## src/rtl/dcl_pkg.sv

```systemverilog
package dcl_pkg;

	// ==========================================================
	// Geometry.
	localparam int unsigned DATA_W    = 10;
	localparam int unsigned CHANNELS  = 6;
	localparam logic [2:0]  CH_FIRST  = 3'h0;
	localparam logic [2:0]  CH_LAST   = 3'h5;

	// ==========================================================
	// APB register map, byte addresses.
	localparam logic [7:0]  CTRL_ADDR    = 8'h00;
	localparam logic [7:0]  STATUS_ADDR  = 8'h04;
	localparam logic [7:0]  XFER_ADDR    = 8'h08;
	localparam logic [7:0]  HELD_ADDR    = 8'h10;
	localparam logic [7:0]  OUT_ADDR     = 8'h30;

	// ==========================================================
	// Field positions and reset values.
	localparam int unsigned CTRL_ENABLE_BIT = 0;
	localparam logic        CTRL_RESET      = 1'h1;
	localparam int unsigned STAT_LOAD_BIT   = 0;
	localparam int unsigned STAT_START_BIT  = 1;
	localparam int unsigned STAT_INV_BIT    = 2;
	localparam int unsigned STAT_POL_BIT    = 3;
	localparam int unsigned STAT_CH_LSB     = 4;
	localparam int unsigned STAT_CNT_LSB    = 8;

	typedef enum logic {
		DCL_IDLE,
		DCL_LOAD
	} dcl_state_t;

endpackage

```

## src/rtl/dcl_loader.sv

```systemverilog
// Function
// - Ten-bit pixel data word, bit 9 is the most significant.
// - Sequence start is sampled on every active pixel clock edge.
// - Start sampled high: next active edge loads first word into starting channel.
// - Edge select high picks rising pixel clock edge, low picks falling.
// - While loading, one word per active edge into successive channels.
// - Direction low starts at channel 0, high starts at channel 5.
// - Transfer is detected when high at a rising pixel clock edge.
// - Next rising edge after detection moves all six words to outputs together.
// - Polarity latched on first rising edge after transfer, applied next transfer.
module dcl_loader #(
	parameter int unsigned DATA_W   = dcl_pkg::DATA_W,
	parameter int unsigned CHANNELS = dcl_pkg::CHANNELS
) (
	// System.
	input  wire logic                         clock,
	input  wire logic                         rst_b,
	// Pixel interface from the timing controller.
	input  wire logic                         pixel_clk,
	input  wire logic [DATA_W-1:0]            pixel_data_bus,
	input  wire logic                         sequence_start,
	input  wire logic                         direction_select,
	input  wire logic                         edge_select,
	input  wire logic                         output_transfer,
	input  wire logic                         polarity_invert,
	// Converter side.
	output logic      [CHANNELS*DATA_W-1:0]   column_outputs,
	output logic                              column_polarity,
	// APB slave.
	input  wire logic                         psel,
	input  wire logic                         penable,
	input  wire logic                         pwrite,
	input  wire logic [7:0]                   paddr,
	input  wire logic [31:0]                  pwdata,
	output logic                              pready,
	output logic      [31:0]                  prdata,
	output logic                              pslverr
);

	// ==========================================================
	// Pixel clock edge detection.
	// The pixel clock is oversampled by the system clock, so it must run
	// well below half the system rate for every edge to be seen.
	// The last sample resets low, so a pixel clock held high across reset
	// shows one rising edge; the controller should idle it low before release.
	logic                  pclk_q;
	logic                  start_q;
	logic                  xfr_q;
	logic                  enable;
	dcl_pkg::dcl_state_t   state;
	dcl_pkg::dcl_state_t   next_state;
	logic [2:0]            chan;
	logic [2:0]            count;
	logic [DATA_W-1:0]     held [CHANNELS];
	logic                  inv_held;
	logic [15:0]           xfer_count;

	wire rise_edge   = pixel_clk & ~pclk_q;
	wire fall_edge   = ~pixel_clk & pclk_q;
	wire active_edge = enable & (edge_select ? rise_edge : fall_edge);
	// Transfers always follow rising edges, whichever edge loads the words.
	wire xfer_edge   = enable & rise_edge;

	// ==========================================================
	// Channel sequencing.
	// A start seen while a sequence runs restarts it at the first channel, so a
	// controller that has lost its place only has to raise the start input again.
	wire [2:0] first_chan = direction_select ? dcl_pkg::CH_LAST : dcl_pkg::CH_FIRST;
	wire [2:0] step_chan  = direction_select ? chan - 3'h1 : chan + 3'h1;
	wire       seq_begin  = active_edge & start_q;
	wire       seq_step   = active_edge & ~start_q & (state == dcl_pkg::DCL_LOAD);
	wire       load_now   = seq_begin | seq_step;
	wire [2:0] next_chan  = seq_begin ? first_chan : step_chan;
	wire       last_word  = seq_begin ? 1'b0 : (count == 3'(CHANNELS - 1));
	wire [2:0] next_count = seq_begin ? 3'h1 : count + 3'h1;

	// ==========================================================
	// Sequence state.
	// Idle ignores plain active edges; only a sampled start opens a sequence.
	always_comb begin
		next_state = state;
		unique case (state)
			dcl_pkg::DCL_IDLE: begin
				if (seq_begin)
					next_state = dcl_pkg::DCL_LOAD;
			end
			dcl_pkg::DCL_LOAD: begin
				if (seq_step && last_word)
					next_state = dcl_pkg::DCL_IDLE;
			end
		endcase
	end

	always_ff @(posedge clock or negedge rst_b) begin
		if (!rst_b) begin
			pclk_q  <= 1'b0;
			start_q <= 1'b0;
			xfr_q   <= 1'b0;
		end else begin
			pclk_q <= pixel_clk;
			if (active_edge)
				start_q <= sequence_start;
			if (xfer_edge)
				xfr_q <= output_transfer;
		end
	end

	always_ff @(posedge clock or negedge rst_b) begin
		if (!rst_b) begin
			state <= dcl_pkg::DCL_IDLE;
			chan  <= 3'h0;
			count <= 3'h0;
		end else begin
			state <= next_state;
			if (load_now) begin
				chan  <= next_chan;
				count <= next_count;
			end
		end
	end

	// ==========================================================
	// Holding latches and output transfer.
	// A latch keeps its word until a sequence reaches it again, so a transfer
	// after a cut sequence repeats old words in the channels not reached.
	genvar g;
	generate
		for (g = 0; g < CHANNELS; g++) begin : g_chan
			always_ff @(posedge clock or negedge rst_b) begin
				if (!rst_b)
					held[g] <= '0;
				else if (load_now && next_chan == 3'(g))
					held[g] <= pixel_data_bus;
			end
			always_ff @(posedge clock or negedge rst_b) begin
				if (!rst_b)
					column_outputs[g*DATA_W +: DATA_W] <= '0;
				else if (xfer_edge && xfr_q)
					column_outputs[g*DATA_W +: DATA_W] <= held[g];
			end
		end
	endgenerate

	// ==========================================================
	// Polarity pipeline.
	// The level waits one transfer, so it is applied together with the words
	// loaded after it was chosen rather than with the line already on show.
	always_ff @(posedge clock or negedge rst_b) begin
		if (!rst_b) begin
			inv_held        <= 1'b0;
			column_polarity <= 1'b0;
			xfer_count      <= 16'h0000;
		end else if (xfer_edge && xfr_q) begin
			// The new level only reaches the outputs at the following transfer.
			column_polarity <= inv_held;
			inv_held        <= polarity_invert;
			xfer_count      <= xfer_count + 16'h0001;
		end
	end

	// ==========================================================
	// APB slave: no wait states, yet every answer comes from a flip-flop loaded during setup.
	// Control sits at the base, then status and transfer count, then six held
	// words and six output words. Any other address, and any write but to
	// control, answers with an error and changes nothing.
	wire        setup    = psel & ~penable;
	wire        wr_fire  = psel & penable & pready & pwrite;
	wire        is_ctrl  = paddr == dcl_pkg::CTRL_ADDR;
	wire        is_stat  = paddr == dcl_pkg::STATUS_ADDR;
	wire        is_xfer  = paddr == dcl_pkg::XFER_ADDR;
	wire [7:0]  held_off = paddr - dcl_pkg::HELD_ADDR;
	wire [7:0]  out_off  = paddr - dcl_pkg::OUT_ADDR;
	wire        is_held  = paddr >= dcl_pkg::HELD_ADDR && held_off < 8'(4 * CHANNELS)
		&& paddr[1:0] == 2'h0;
	wire        is_out   = paddr >= dcl_pkg::OUT_ADDR && out_off < 8'(4 * CHANNELS)
		&& paddr[1:0] == 2'h0;
	wire [2:0]  held_idx = held_off[4:2];
	wire [2:0]  out_idx  = out_off[4:2];
	wire        mapped   = is_ctrl | is_stat | is_xfer | is_held | is_out;
	wire        ro_write = pwrite & ~is_ctrl;

	// ==========================================================
	// Read data selection.
	// Status gathers live state, so a read shows the sequence as it stands.
	logic [31:0] status_word;
	logic [31:0] read_word;
	always_comb begin
		status_word = 32'h0000_0000;
		status_word[dcl_pkg::STAT_LOAD_BIT]                = state == dcl_pkg::DCL_LOAD;
		status_word[dcl_pkg::STAT_START_BIT]               = start_q;
		status_word[dcl_pkg::STAT_INV_BIT]                 = inv_held;
		status_word[dcl_pkg::STAT_POL_BIT]                 = column_polarity;
		status_word[dcl_pkg::STAT_CH_LSB +: 3]             = chan;
		status_word[dcl_pkg::STAT_CNT_LSB +: 3]            = count;
		read_word = 32'h0000_0000;
		if (is_ctrl)
			read_word[dcl_pkg::CTRL_ENABLE_BIT] = enable;
		else if (is_stat)
			read_word = status_word;
		else if (is_xfer)
			read_word[15:0] = xfer_count;
		else if (is_held)
			read_word[DATA_W-1:0] = held[held_idx];
		else if (is_out)
			read_word[DATA_W-1:0] = column_outputs[out_idx*DATA_W +: DATA_W];
	end

	// ==========================================================
	// Response registers.
	// Read data is forced to zero outside a read access, so a stale word never
	// lingers on the bus between transfers.
	always_ff @(posedge clock or negedge rst_b) begin
		if (!rst_b) begin
			pready  <= 1'b0;
			prdata  <= 32'h0000_0000;
			pslverr <= 1'b0;
			enable  <= dcl_pkg::CTRL_RESET;
		end else begin
			pready  <= setup;
			prdata  <= (setup && !pwrite) ? read_word : 32'h0000_0000;
			pslverr <= setup & (~mapped | ro_write);
			if (wr_fire && is_ctrl)
				enable <= pwdata[dcl_pkg::CTRL_ENABLE_BIT];
		end
	end

endmodule // dcl_loader

```

## config.mk

```make
export PLATFORM = sky130hd
export DESIGN_NAME = dcl_loader
export DESIGN_NICKNAME = d
export VERILOG_FILES = /design/src/rtl/dcl_pkg.sv /design/src/rtl/dcl_loader.sv
export SDC_FILE = /design/constraint.sdc
export NUM_CORES = 1
export LEC_CHECK = 0
export ABC_AREA = 0
export BUFFER_PORTS_ARGS = -buffer_cell sky130_fd_sc_hd__buf_2
export CAP_MARGIN = 20
export CORE_AREA = 2 2 128 130
export CTS_BUF_LIST = sky130_fd_sc_hd__clkbuf_16
export CTS_CLUSTER_DIAMETER = 150
export DETAILED_ROUTE_END_ITERATION = 12
export DIE_AREA = 0 0 130 132
export PLACE_DENSITY = 0.84
export SYNTH_ARGS = -nofsm -noshare
export SYNTH_HDL_FRONTEND = slang
export SYNTH_SLANG_ARGS = --single-unit
```

## constraint.sdc

```tcl
create_clock -name clock -period 5.12 [get_ports clock]
set_input_delay 0.768 -clock clock [delete_from_list [all_inputs] [get_ports clock]]
set_output_delay 0.768 -clock clock [all_outputs]
set_load 0.05 [all_outputs]
```

==> results.py, run 1 <==
metrics = {
    "sta": {
        "finalSetupViolCount": 0,
        "hold-worst-slack_ps": 415,
        "finalWorstPathRequiredPeriod_ps": 3060,
        "setup-tns-final_ps": 0,
        "timing_max_transition_violations_final": 0,
        "post-route-period-util_pct": 59.7,
        "skew_ps": 10.7,
        "hold_viol_final": 0,
        "achievable-frequency_ghz": 0.327,
        "slew_headroom_pct": 30.5,
        "grt_setup_unrepaired": "no",
        "worstMarginPinSlew_ps": 1040,
    },
    "cts": {
        "ctsResizeCount": 0,
        "cts.sinks": 167,
        "numCtsBuffers": 17,
        "clock_tree.htree_level_count": 4,
        "clock-root-buffer": "clkbuf_16",
        "cts_tree": "done",
        "cts_max_path_buffers": 2,
        "worst_skew_pair.late_latency_ps": 430,
        "cts.repair_timing.setup_buffer_count": 0,
        "ctsHoldBuffers": 0,
        "clk_pin_slew_worst_paths_ps": 70,
    },
    "detailed_routing": {
        "route.antenna.remaining_nets": 0,
        "drt_drc_violations_left": 0,
        "via_per_inst": 5.67,
        "wl_mm": 20.9,
        "vias": 6279,
        "detail_route.iter0.violations": 526,
        "wl_per_cell_um": 18.9,
        "first_pass_iters": 5,
    },
    "yosys": {
        "yosys.area_share.simple_pct": 16.7,
        "post_synth_fa_ha_maj_area_fraction_pct": 1.31,
        "yosys.area.top_type": "dfrtp_1",
        "count_of_flip_flops_with_a_built_in_enable_after_synthesis": 0,
        "ys_seq_area_share_pct": 51.0,
        "synth_top_cells_by_area": "dfrtp_1, mux2_2, nand2_1",
        "synth_compound_gate_area_share_pct": 7.61,
        "async_reset_ff_share_pct": 100,
        "synth.top_cell.area_share_pct": 50.7,
        "synth_cell_types": 56,
        "postSynthRegisterBits": 167,
        "muxShareOfSynthArea_pct": 17.3,
        "dominantRegCellSynth": "dfrtp_1",
        "netlist_area_um2": 8190,
        "syn-mean-instance-area_um2": 10.4,
        "post_synth_xor_area_fraction_pct": 1.82,
        "postSynthCellCount": 786,
        "synth_warnings": 0,
        "largest_family_of_logic_cells_by_synthesized_area": "multiplexers",
    },
    "cells_and_area": {
        "layout.cell_area.non_filler_um2": 9430,
        "syn_to_final_growth_pct": 15.1,
        "nNetsFinal": 947,
        "fin_cells": 1107,
        "n_antenna_cell": 0,
        "filler_cell_count": 1249,
        "fraction_of_final_layout_cells_sized_beyond_drive_strength_1_pct": 28.6,
    },
    "placed_design": {
        "dp_hpwl_mm": 13.5,
        "gpl.final_weighted_congestion": 0.857,
        "dpl_cell_area_um2": 8830,
        "dp_cells": 1075,
        "place.port_buffers": 108,
    },
    "critical_path": {
        "crit_fanout": 36,
        "regToRegEndpoint": "held[31]$_DFFE_PN0P_",
        "critical_path_required_ps": 5440,
        "cp-end-kind": "flip-flop",
        "regToRegSetupSlack_ps": 2090,
        "arrival_ps": 3370,
        "timing.reg2reg.worst_path_depth": 6,
        "worst_r2r_startpoint": "chan[0]$_DFFE_PN0P_",
        "path_class": "in -> reg",
        "worstSetupStartpointType": "input pin",
    },
    "global_route": {
        "largest_net_degree_at_the_start_of_global_routing": 97,
        "via_count_of_the_first_global_routing_pass": 6191,
        "gr-total-overflow": 0,
        "gr-usage-all-layers_pct": 24.9,
        "grt_pass1_wl_mm": 33.1,
        "antenna_found_initial": 0,
    },
    "floorplan": {
        "die_w_um": 130,
        "starting_utilization_of_the_core_area_pct": 52.1,
        "die_height_um": 132,
        "die_area_um2": 17200,
        "core.rowCount": 46,
        "core_area_um2": 15700,
        "ioPinCount": 156,
    },
    "worst_hold_path": {
        "kind_of_path_behind_the_tightest_hold_check": "in -> async",
    },
    "power": {
        "power_leakage_nw": 5.12,
        "vdd_ir_drop_max_v": 0.000240,
        "power.density_cell_area_nw_per_um2": 297,
    },
    "run_status": {
        "status": "finished, final reports clean",
    },
    "flow_run": {
        "drv_cap": 0,
    },
}
[cells by family (layout without fill, tap and decap cells)]
kind of cell / Yosys count / in the layout
XOR/XNOR: 17 / 17
flip-flops: 167 / 167
other: 1 / 16
multiplexers: 124 / 124
adder cells (fa/ha/maj): 8 / 8
AND/OR/NAND/NOR: 310 / 310
AO/OA/AOI/OAI: 90 / 90
buffers and inverters: 69 / 159
[synth_stat cells (2+ instances only)]
master    number
nand2_1      210
dfrtp_1      166
mux2_2        92
clkbuf_1      26
nor2_1        26
nor3_1        23
mux2i_1       21
a221oi_1      19
o21ai_0       18
a21oi_1       17
buf_4         17
buf_1         14
xnor2_1       13
o22ai_1       11
inv_1         10
mux2_4        10
nand4_1        9
o211a_1        9
and2_1         8
ha_1           7
nand2b_1       6
nand3_1        6
nand3b_1       5
xor2_1         4
a211oi_1       3
a31oi_1        2
and3_1         2
buf_6          2
nand4b_1       2
nor4_1         2
[worst max-delay path, cell delays in order]
cell	delay, ps
buf_2	690
inv_1	270
ha_1	380
a21boi_0	150
and4b_1	270
a31oi_1	150
buf_4	240
o22ai_1	150
a31o_2	290
[power by group]
group | internal (mW) | switching, mW | leakage, nW
clock | 0.802 | 0.510 | 0.308
combinational | 0.0401 | 0.118 | 2.51
sequential | 1.33 | 0.00688 | 2.31
[area by class of cell]
type	count	area [um2]	share of cell area, %
Timing Repair Buffer	117	614	6.52
Sequential cell	167	4180	44.3
Multi-Input combinational cell	565	3730	39.5
Clock inverter	15	173	1.83
Tap cell	216	270	2.87
Inverter	10	37.5	0.398
Clock buffer	17	425	4.51
[routing by layer]
layer  up-vias  track usage (%)  share of wire, %
li1       2864                -                 -
met1      3071             32.8                42
met2       289             39.1                47
met3        55             6.21               7.5
met4         0             10.9               3.4
met5         -                0                 0
[registers in the layout (all words and copies together) (netlist names)]
register / flops
held: 60
enable: 1
xfer_count: 16
column_outputs: 60
chan: 3
start_q: 1
column_polarity: 1
state: 1
pclk_q: 1
pready: 1
count: 3
inv_held: 1
pslverr: 1
xfr_q: 1
prdata: 16
[worst max-delay path by stage]
| stage | from | endpoint | depth (start not counted) |
|---|---|---|---|
| after floorplan | direction_select | held[0]$_DFFE_PN0P_ | 7 |
| after global placement | paddr[4] | prdata[0]$_DFF_PN0_ | 7 |
| after detailed placement | direction_select | held[31]$_DFFE_PN0P_ | 7 |
| after CTS | direction_select | held[31]$_DFFE_PN0P_ | 7 |
| after global routing | paddr[4] | prdata[0]$_DFF_PN0_ | 9 |
| final | paddr[4] | prdata[0]$_DFF_PN0_ | 9 |
[cell usage in the layout, fill, tap and decap left out, drive strengths merged, types with 2 or more instances in the layout]
cell type / n
a221oi: 19
and4b: 2
nand3b: 5
inv: 15
a21oi: 17
nor3: 23
and2: 8
and3: 2
nand2: 211
buf: 117
bufinv: 4
o211a: 9
nand3: 7
mux2: 102
ha: 7
nor4: 2
mux2i: 21
nor4b: 2
nand2b: 6
a21o: 2
clkinv: 5
o21ai: 19
a31oi: 2
nand4b: 2
clkbuf: 17
xnor2: 13
conb: 16
dfrtp: 166
xor2: 4
o22ai: 11
nor2: 26
a211oi: 3
nand4: 9
[per-stage QoR]
stage	total power, mW	setup slack, ps	utilization (%)
floorplan	1.46	2440	-
global placement	1.51	1520	56.1
detailed placement	1.51	1660	56.2
CTS	2.81	2110	60.0
global route	2.88	1930	60.0
finish	2.80	2060	60.0
Power figures use the tool's default switching activity.
==> run 2: changes to the inputs <==
- clock period: 5.12 -> 2.9 ns (I/O delays scaled with it)
==> run 2 against run 1 <==
Flip-flop and latch count unchanged. Power is 71% higher. Register-to-register slack got worse by 1800 ps. First-iteration DRC count decreased by 5.5%. Wire length increased by 0.25%. Non-clock buffer count grew 21. Sequential share of layout area down 0.77 points. Final area is 1.8% higher. Utilization rose by 1.1 points. Final cell count grew 1.7%. Largest cell class unchanged.
==> results.py, run 2 (same netlist as run 1, synthesis figures left out) <==
metrics = {
    "critical_path": {
        "critical_path_required_ps": 3220,
        "crit_fanout": 6,
        "cp-end-kind": "flip-flop",
        "cp_slowest_cell": "dfrtp_1",
        "critical_path.n_buffers_inverters": 1,
        "regToRegEndpoint": "held[9]$_DFFE_PN0P_",
        "crit_path_max_incr_delay_ps": 470,
        "path_cells": "fa_1 > xnor2_1 > nor2_1 > a211oi_1 > nand3b_1 > buf_4 > mux2_2",
        "timing.reg2reg.worst_path_depth": 7,
        "regToRegSetupSlack_ps": 290,
        "path_class": "reg -> reg",
        "path_delay_family": "flip-flops",
        "arrival_ps": 2930,
        "worstSetupStartpointType": "flip-flop",
        "worst_r2r_startpoint": "chan[0]$_DFFE_PN0P_",
    },
    "sta": {
        "hold-worst-slack_ps": 13.5,
        "post-route-period-util_pct": 90.0,
        "post-route-worst-setup-slack_ps": 290,
        "setup-tns-final_ps": 0,
        "skew_ps": 8.60,
        "achievable-frequency_ghz": 0.383,
        "worstMarginPinSlew_ps": 710,
        "timing_max_transition_violations_final": 0,
        "slew_headroom_pct": 52.7,
        "grt_setup_unrepaired": "no",
        "finalSetupViolCount": 0,
        "finalWorstPathRequiredPeriod_ps": 2610,
        "hold_viol_final": 0,
    },
    "cells_and_area": {
        "syn_to_final_growth_pct": 17.2,
        "layout.cell_area.non_filler_um2": 9590,
        "reg.largest.list": "column_outputs: 60 flops, held: 60 flops",
        "fraction_of_final_layout_cells_sized_beyond_drive_strength_1_pct": 30.2,
        "mostFrequentLayoutCell": "nand2_1",
        "n_antenna_cell": 0,
        "nNetsFinal": 968,
        "layout_common_cells": "nand2_1, dfrtp_1, buf_2, mux2_2, nor2_1",
    },
    "global_route": {
        "gr-total-overflow": 0,
        "grt_pass1_wl_mm": 33.3,
        "via_count_of_the_first_global_routing_pass": 6236,
        "antenna_found_initial": 0,
        "largest_net_degree_at_the_start_of_global_routing": 76,
        "gr-usage-all-layers_pct": 25.1,
    },
    "cts": {
        "numCtsBuffers": 17,
        "cts_tree": "done",
        "worst_skew_pair.late_latency_ps": 440,
        "cts.sinks": 167,
        "clk_pin_slew_worst_paths_ps": 60,
        "clock-root-buffer": "clkbuf_16",
        "cts.repair_timing.setup_buffer_count": 0,
        "ctsResizeCount": 0,
        "clock_tree.htree_level_count": 4,
        "ctsHoldBuffers": 0,
        "cts_max_path_buffers": 2,
    },
    "floorplan": {
        "die_w_um": 130,
        "core_area_um2": 15700,
        "die_area_um2": 17200,
        "core.rowCount": 46,
        "die_height_um": 132,
        "starting_utilization_of_the_core_area_pct": 52.1,
        "ioPinCount": 156,
    },
    "detailed_routing": {
        "wl_per_cell_um": 18.6,
        "via_per_inst": 5.67,
        "wl_mm": 20.9,
        "vias": 6379,
        "route.antenna.remaining_nets": 0,
        "first_pass_iters": 5,
        "drt_drc_violations_left": 0,
        "detail_route.iter0.violations": 497,
    },
    "worst_hold_path": {
        "kind_of_path_behind_the_tightest_hold_check": "in -> async",
    },
    "power": {
        "vdd_ir_drop_max_v": 0.000430,
        "report.power.total_mw": 4.79,
        "power.density_cell_area_nw_per_um2": 500,
        "power_leakage_nw": 5.20,
    },
    "placed_design": {
        "dpl_cell_area_um2": 9050,
        "place_worst_setup_slack_ps": 146,
        "place.port_buffers": 108,
        "gpl.final_weighted_congestion": 0.914,
        "dp_hpwl_mm": 14.5,
    },
    "run_status": {
        "status": "finished, final reports clean",
    },
    "flow_run": {
        "drv_cap": 0,
    },
}
[run 2: changes by cell type in the layout (fill, tap and decap cells not counted), sizes merged]
cell,delta
buf,+21
bufinv,-2
clkinvlp,+2
inv,-2
[run 2: how the worst max path moves through the flow]
stage / start / end / slack, ps / cells past startpoint
2_1_floorplan: direction_select / held[0]$_DFFE_PN0P_ / 560 / 7
3_3_place_gp: direction_select / held[4]$_DFFE_PN0P_ / 230 / 8
3_5_place_dp: direction_select / held[2]$_DFFE_PN0P_ / 150 / 8
4_1_cts: chan[0]$_DFFE_PN0P_ / held[2]$_DFFE_PN0P_ / 290 / 7
5_1_grt: chan[0]$_DFFE_PN0P_ / held[9]$_DFFE_PN0P_ / 90 / 7
6_report: chan[0]$_DFFE_PN0P_ / held[9]$_DFFE_PN0P_ / 290 / 7
[run 2: through the flow]
stage               std cells  util (%)
global route             1126      61.1
detailed placement       1096      57.6
global placement         1096      57.6
CTS                      1126      61.1
finish                   1126      61.1
floorplan                 801         -
[run 2: power by group]
part	total (mW)	switching, mW	internal, mW
logic	0.304	0.216	0.0878
clock network	2.13	0.900	1.23
registers	2.35	0.0120	2.34
total	4.79	1.13	3.67
[run 2: layout make-up]
class,count,area [um2]
multi-input cells,565,3730
well taps,216,270
inverters,10,37.5
fillers,1248,6120
clock inverters,13,119
flip-flops and latches,167,4180
clock buffers,17,425
repair buffers,138,835
[run 2: metal layers]
| metal | wire length (um) | share of wire (%) | up-vias | track usage [%] |
|---|---|---|---|---|
| met5 | 0 | 0 | - | 0 |
| met2 | 10200 | 49 | 293 | 39.9 |
| met4 | 450 | 2.1 | 0 | 8.60 |
| met3 | 1510 | 7.2 | 46 | 5.84 |
| met1 | 8770 | 42 | 3126 | 33.8 |
| li1 | - | - | 2914 | - |
==> run 3: changes to the inputs <==
- CORE_AREA: 2 2 128 130 -> 2 2 124 126
- DIE_AREA: 0 0 130 132 -> 0 0 126 128
- PLACE_DENSITY: 0.84 -> 0.88
==> run 3 against run 2 <==
Via count grew 2.9%. Critical endpoint is now held[1]$_DFFE_PN0P_. Sequential power is essentially flat. Fmax up 0.78%. Setup slack improved by 20 ps. Utilization increased by 3.5 points. Critical path type unchanged. Final cell count down 2.2%.
==> results.py, run 3 (same netlist as run 1, synthesis figures left out) <==
metrics = {
    "power": {
        "internal_power_mw": 3.84,
        "switching_share_pct": 22.8,
        "power.share.clock_pct": 46.6,
        "power.share.sequential_pct": 47.4,
        "power_leakage_nw": 5.23,
        "vdd_ir_drop_max_v": 0.000399,
        "power.density_cell_area_nw_per_um2": 518,
        "power_frac_comb_pct": 6.0,
        "switching_power_mw": 1.13,
    },
    "placed_design": {
        "place.port_buffers": 108,
        "dp_hpwl_mm": 14.1,
        "gpl.final_weighted_congestion": 0.932,
    },
    "detailed_routing": {
        "drt_drc_violations_left": 0,
        "wl_per_cell_um": 19.3,
        "route.antenna.remaining_nets": 0,
        "wl_mm": 21.3,
        "detail_route.iter0.violations": 597,
        "first_pass_iters": 7,
        "via_per_inst": 5.96,
        "vias": 6564,
    },
    "sta": {
        "timing_max_transition_violations_final": 0,
        "skew_ps": 12.1,
        "setup-tns-final_ps": 0,
        "finalSetupViolCount": 0,
        "worstMarginPinSlew_ps": 782,
        "grt_setup_unrepaired": "no",
        "achievable-frequency_ghz": 0.386,
        "hold_viol_final": 0,
        "hold-worst-slack_ps": 29.8,
        "slew_headroom_pct": 47.8,
        "finalWorstPathRequiredPeriod_ps": 2590,
        "post-route-period-util_pct": 89.3,
    },
    "cts": {
        "clock_tree.htree_level_count": 4,
        "ctsHoldBuffers": 0,
        "cts.repair_timing.setup_buffer_count": 0,
        "clock-root-buffer": "clkbuf_16",
        "ctsResizeCount": 0,
        "numCtsBuffers": 17,
        "cts.sinks": 167,
        "cts_max_path_buffers": 2,
        "worst_skew_pair.late_latency_ps": 440,
        "cts_tree": "done",
        "clk_pin_slew_worst_paths_ps": 60,
    },
    "global_route": {
        "grt_pass1_wl_mm": 34.1,
        "antenna_found_initial": 0,
        "via_count_of_the_first_global_routing_pass": 6509,
        "gr-usage-all-layers_pct": 27.2,
        "gr-total-overflow": 0,
        "largest_net_degree_at_the_start_of_global_routing": 78,
    },
    "critical_path": {
        "path_cells": "fa_1 > xnor2_1 > nor2_1 > a211oi_1 > nand3b_1 > buf_4 > mux2_2",
        "cp_slowest_cell": "fa_1",
        "critical_path.n_buffers_inverters": 1,
        "worstSetupStartpointType": "flip-flop",
        "path_delay_family": "adder cells",
        "path_class": "reg -> reg",
        "crit_path_max_incr_delay_ps": 450,
        "critical_path_required_ps": 3220,
        "arrival_ps": 2910,
        "cp-end-kind": "flip-flop",
        "crit_fanout": 6,
    },
    "cells_and_area": {
        "nNetsFinal": 969,
        "mostFrequentLayoutCell": "nand2_1",
        "n_antenna_cell": 0,
        "syn_to_final_growth_pct": 17.2,
        "filler_cell_count": 1132,
        "multiInputGateArea_um2": 3730,
        "area.sequential_um2": 4180,
        "fraction_of_final_layout_cells_sized_beyond_drive_strength_1_pct": 30.2,
        "reg.largest.list": "column_outputs: 60 flops, held: 60 flops",
        "layout_common_cells": "nand2_1, dfrtp_1, buf_2, mux2_2, buf_4",
    },
    "floorplan": {
        "ioPinCount": 156,
        "core.rowCount": 45,
        "die_area_um2": 16100,
        "die_w_um": 126,
        "core_area_um2": 14900,
        "starting_utilization_of_the_core_area_pct": 55.1,
        "die_height_um": 128,
    },
    "flow_run": {
        "drv_cap": 0,
    },
    "run_status": {
        "status": "finished, final reports clean",
    },
    "worst_hold_path": {
        "kind_of_path_behind_the_tightest_hold_check": "in -> async",
    },
}
-- run 3: worst reg2reg max path, delay by kind of cell, from the launching register on --
| family | cells | cell delay (ps) |
|---|---|---|
| flops | 1 | 410 |
| compound gates | 1 | 400 |
| buf+inv | 1 | 180 |
| xor+xnor | 1 | 430 |
| mux | 1 | 340 |
| fa+ha+maj | 1 | 450 |
| simple gates | 2 | 270 |
-- run 3: power by group through the flow --
stage	Combinational (mW)	Sequential, mW	Clock, mW
after floorplan	0.176	2.40	0
after global placement	0.288	2.40	0
after detailed placement	0.296	2.40	0
after CTS	0.299	2.35	2.33
after global routing	0.325	2.35	2.44
final	0.300	2.35	2.32
-- run 3: metal layers --
metal	global-route usage, %	routed length (um)	vias to the layer above
met5	0	0	-
li1	-	-	2912
met4	14.1	743	0
met3	5.84	1420	62
met1	34.6	8610	3296
met2	44.1	10500	294
-- run 3: path summary, 6_finish.rpt --
kind / startpoint / endpoint / slack (ps) / cells after the start
worst max-delay path: chan[0]$_DFFE_PN0P_ / held[1]$_DFFE_PN0P_ / 310 / 7
worst min-delay path: rst_b / column_outputs[46]$_DFFE_PN0P_ / 30 / 1
worst max register to register: chan[0]$_DFFE_PN0P_ / held[1]$_DFFE_PN0P_ / 310 / 7
worst min register to register: xfer_count[15]$_DFFE_PN0P_ / xfer_count[15]$_DFFE_PN0P_ / 460 / 1
max in group asynchronous: rst_b / enable$_DFFE_PN1P_ / 2060 / 2
min in group clock: polarity_invert / inv_held$_DFFE_PN0P_ / 210 / 3
-- run 3: final cells by class --
class	instances	area share, %
clock buffers	17	4.43
clock inverters	15	1.79
inverters	10	0.391
multi-input cells	565	38.8
flip-flops and latches	167	43.6
well taps	188	2.45
repair buffers	139	8.52
-- run 3: through the flow --
step / std cells / instance area, um2 / worst slack (ps) / power (mW) / utilization (%)
final: 1101 / 9590 / 310 / 4.97 / 64.5
after global routing: 1101 / 9590 / 146 / 5.11 / 64.5
after CTS: 1101 / 9590 / 311 / 4.98 / 64.5
after detailed placement: 1069 / 9000 / 158 / 2.69 / 60.5
after global placement: 1069 / 9000 / 243 / 2.68 / 60.5
after floorplan: 801 / 8250 / 556 / 2.57 / -
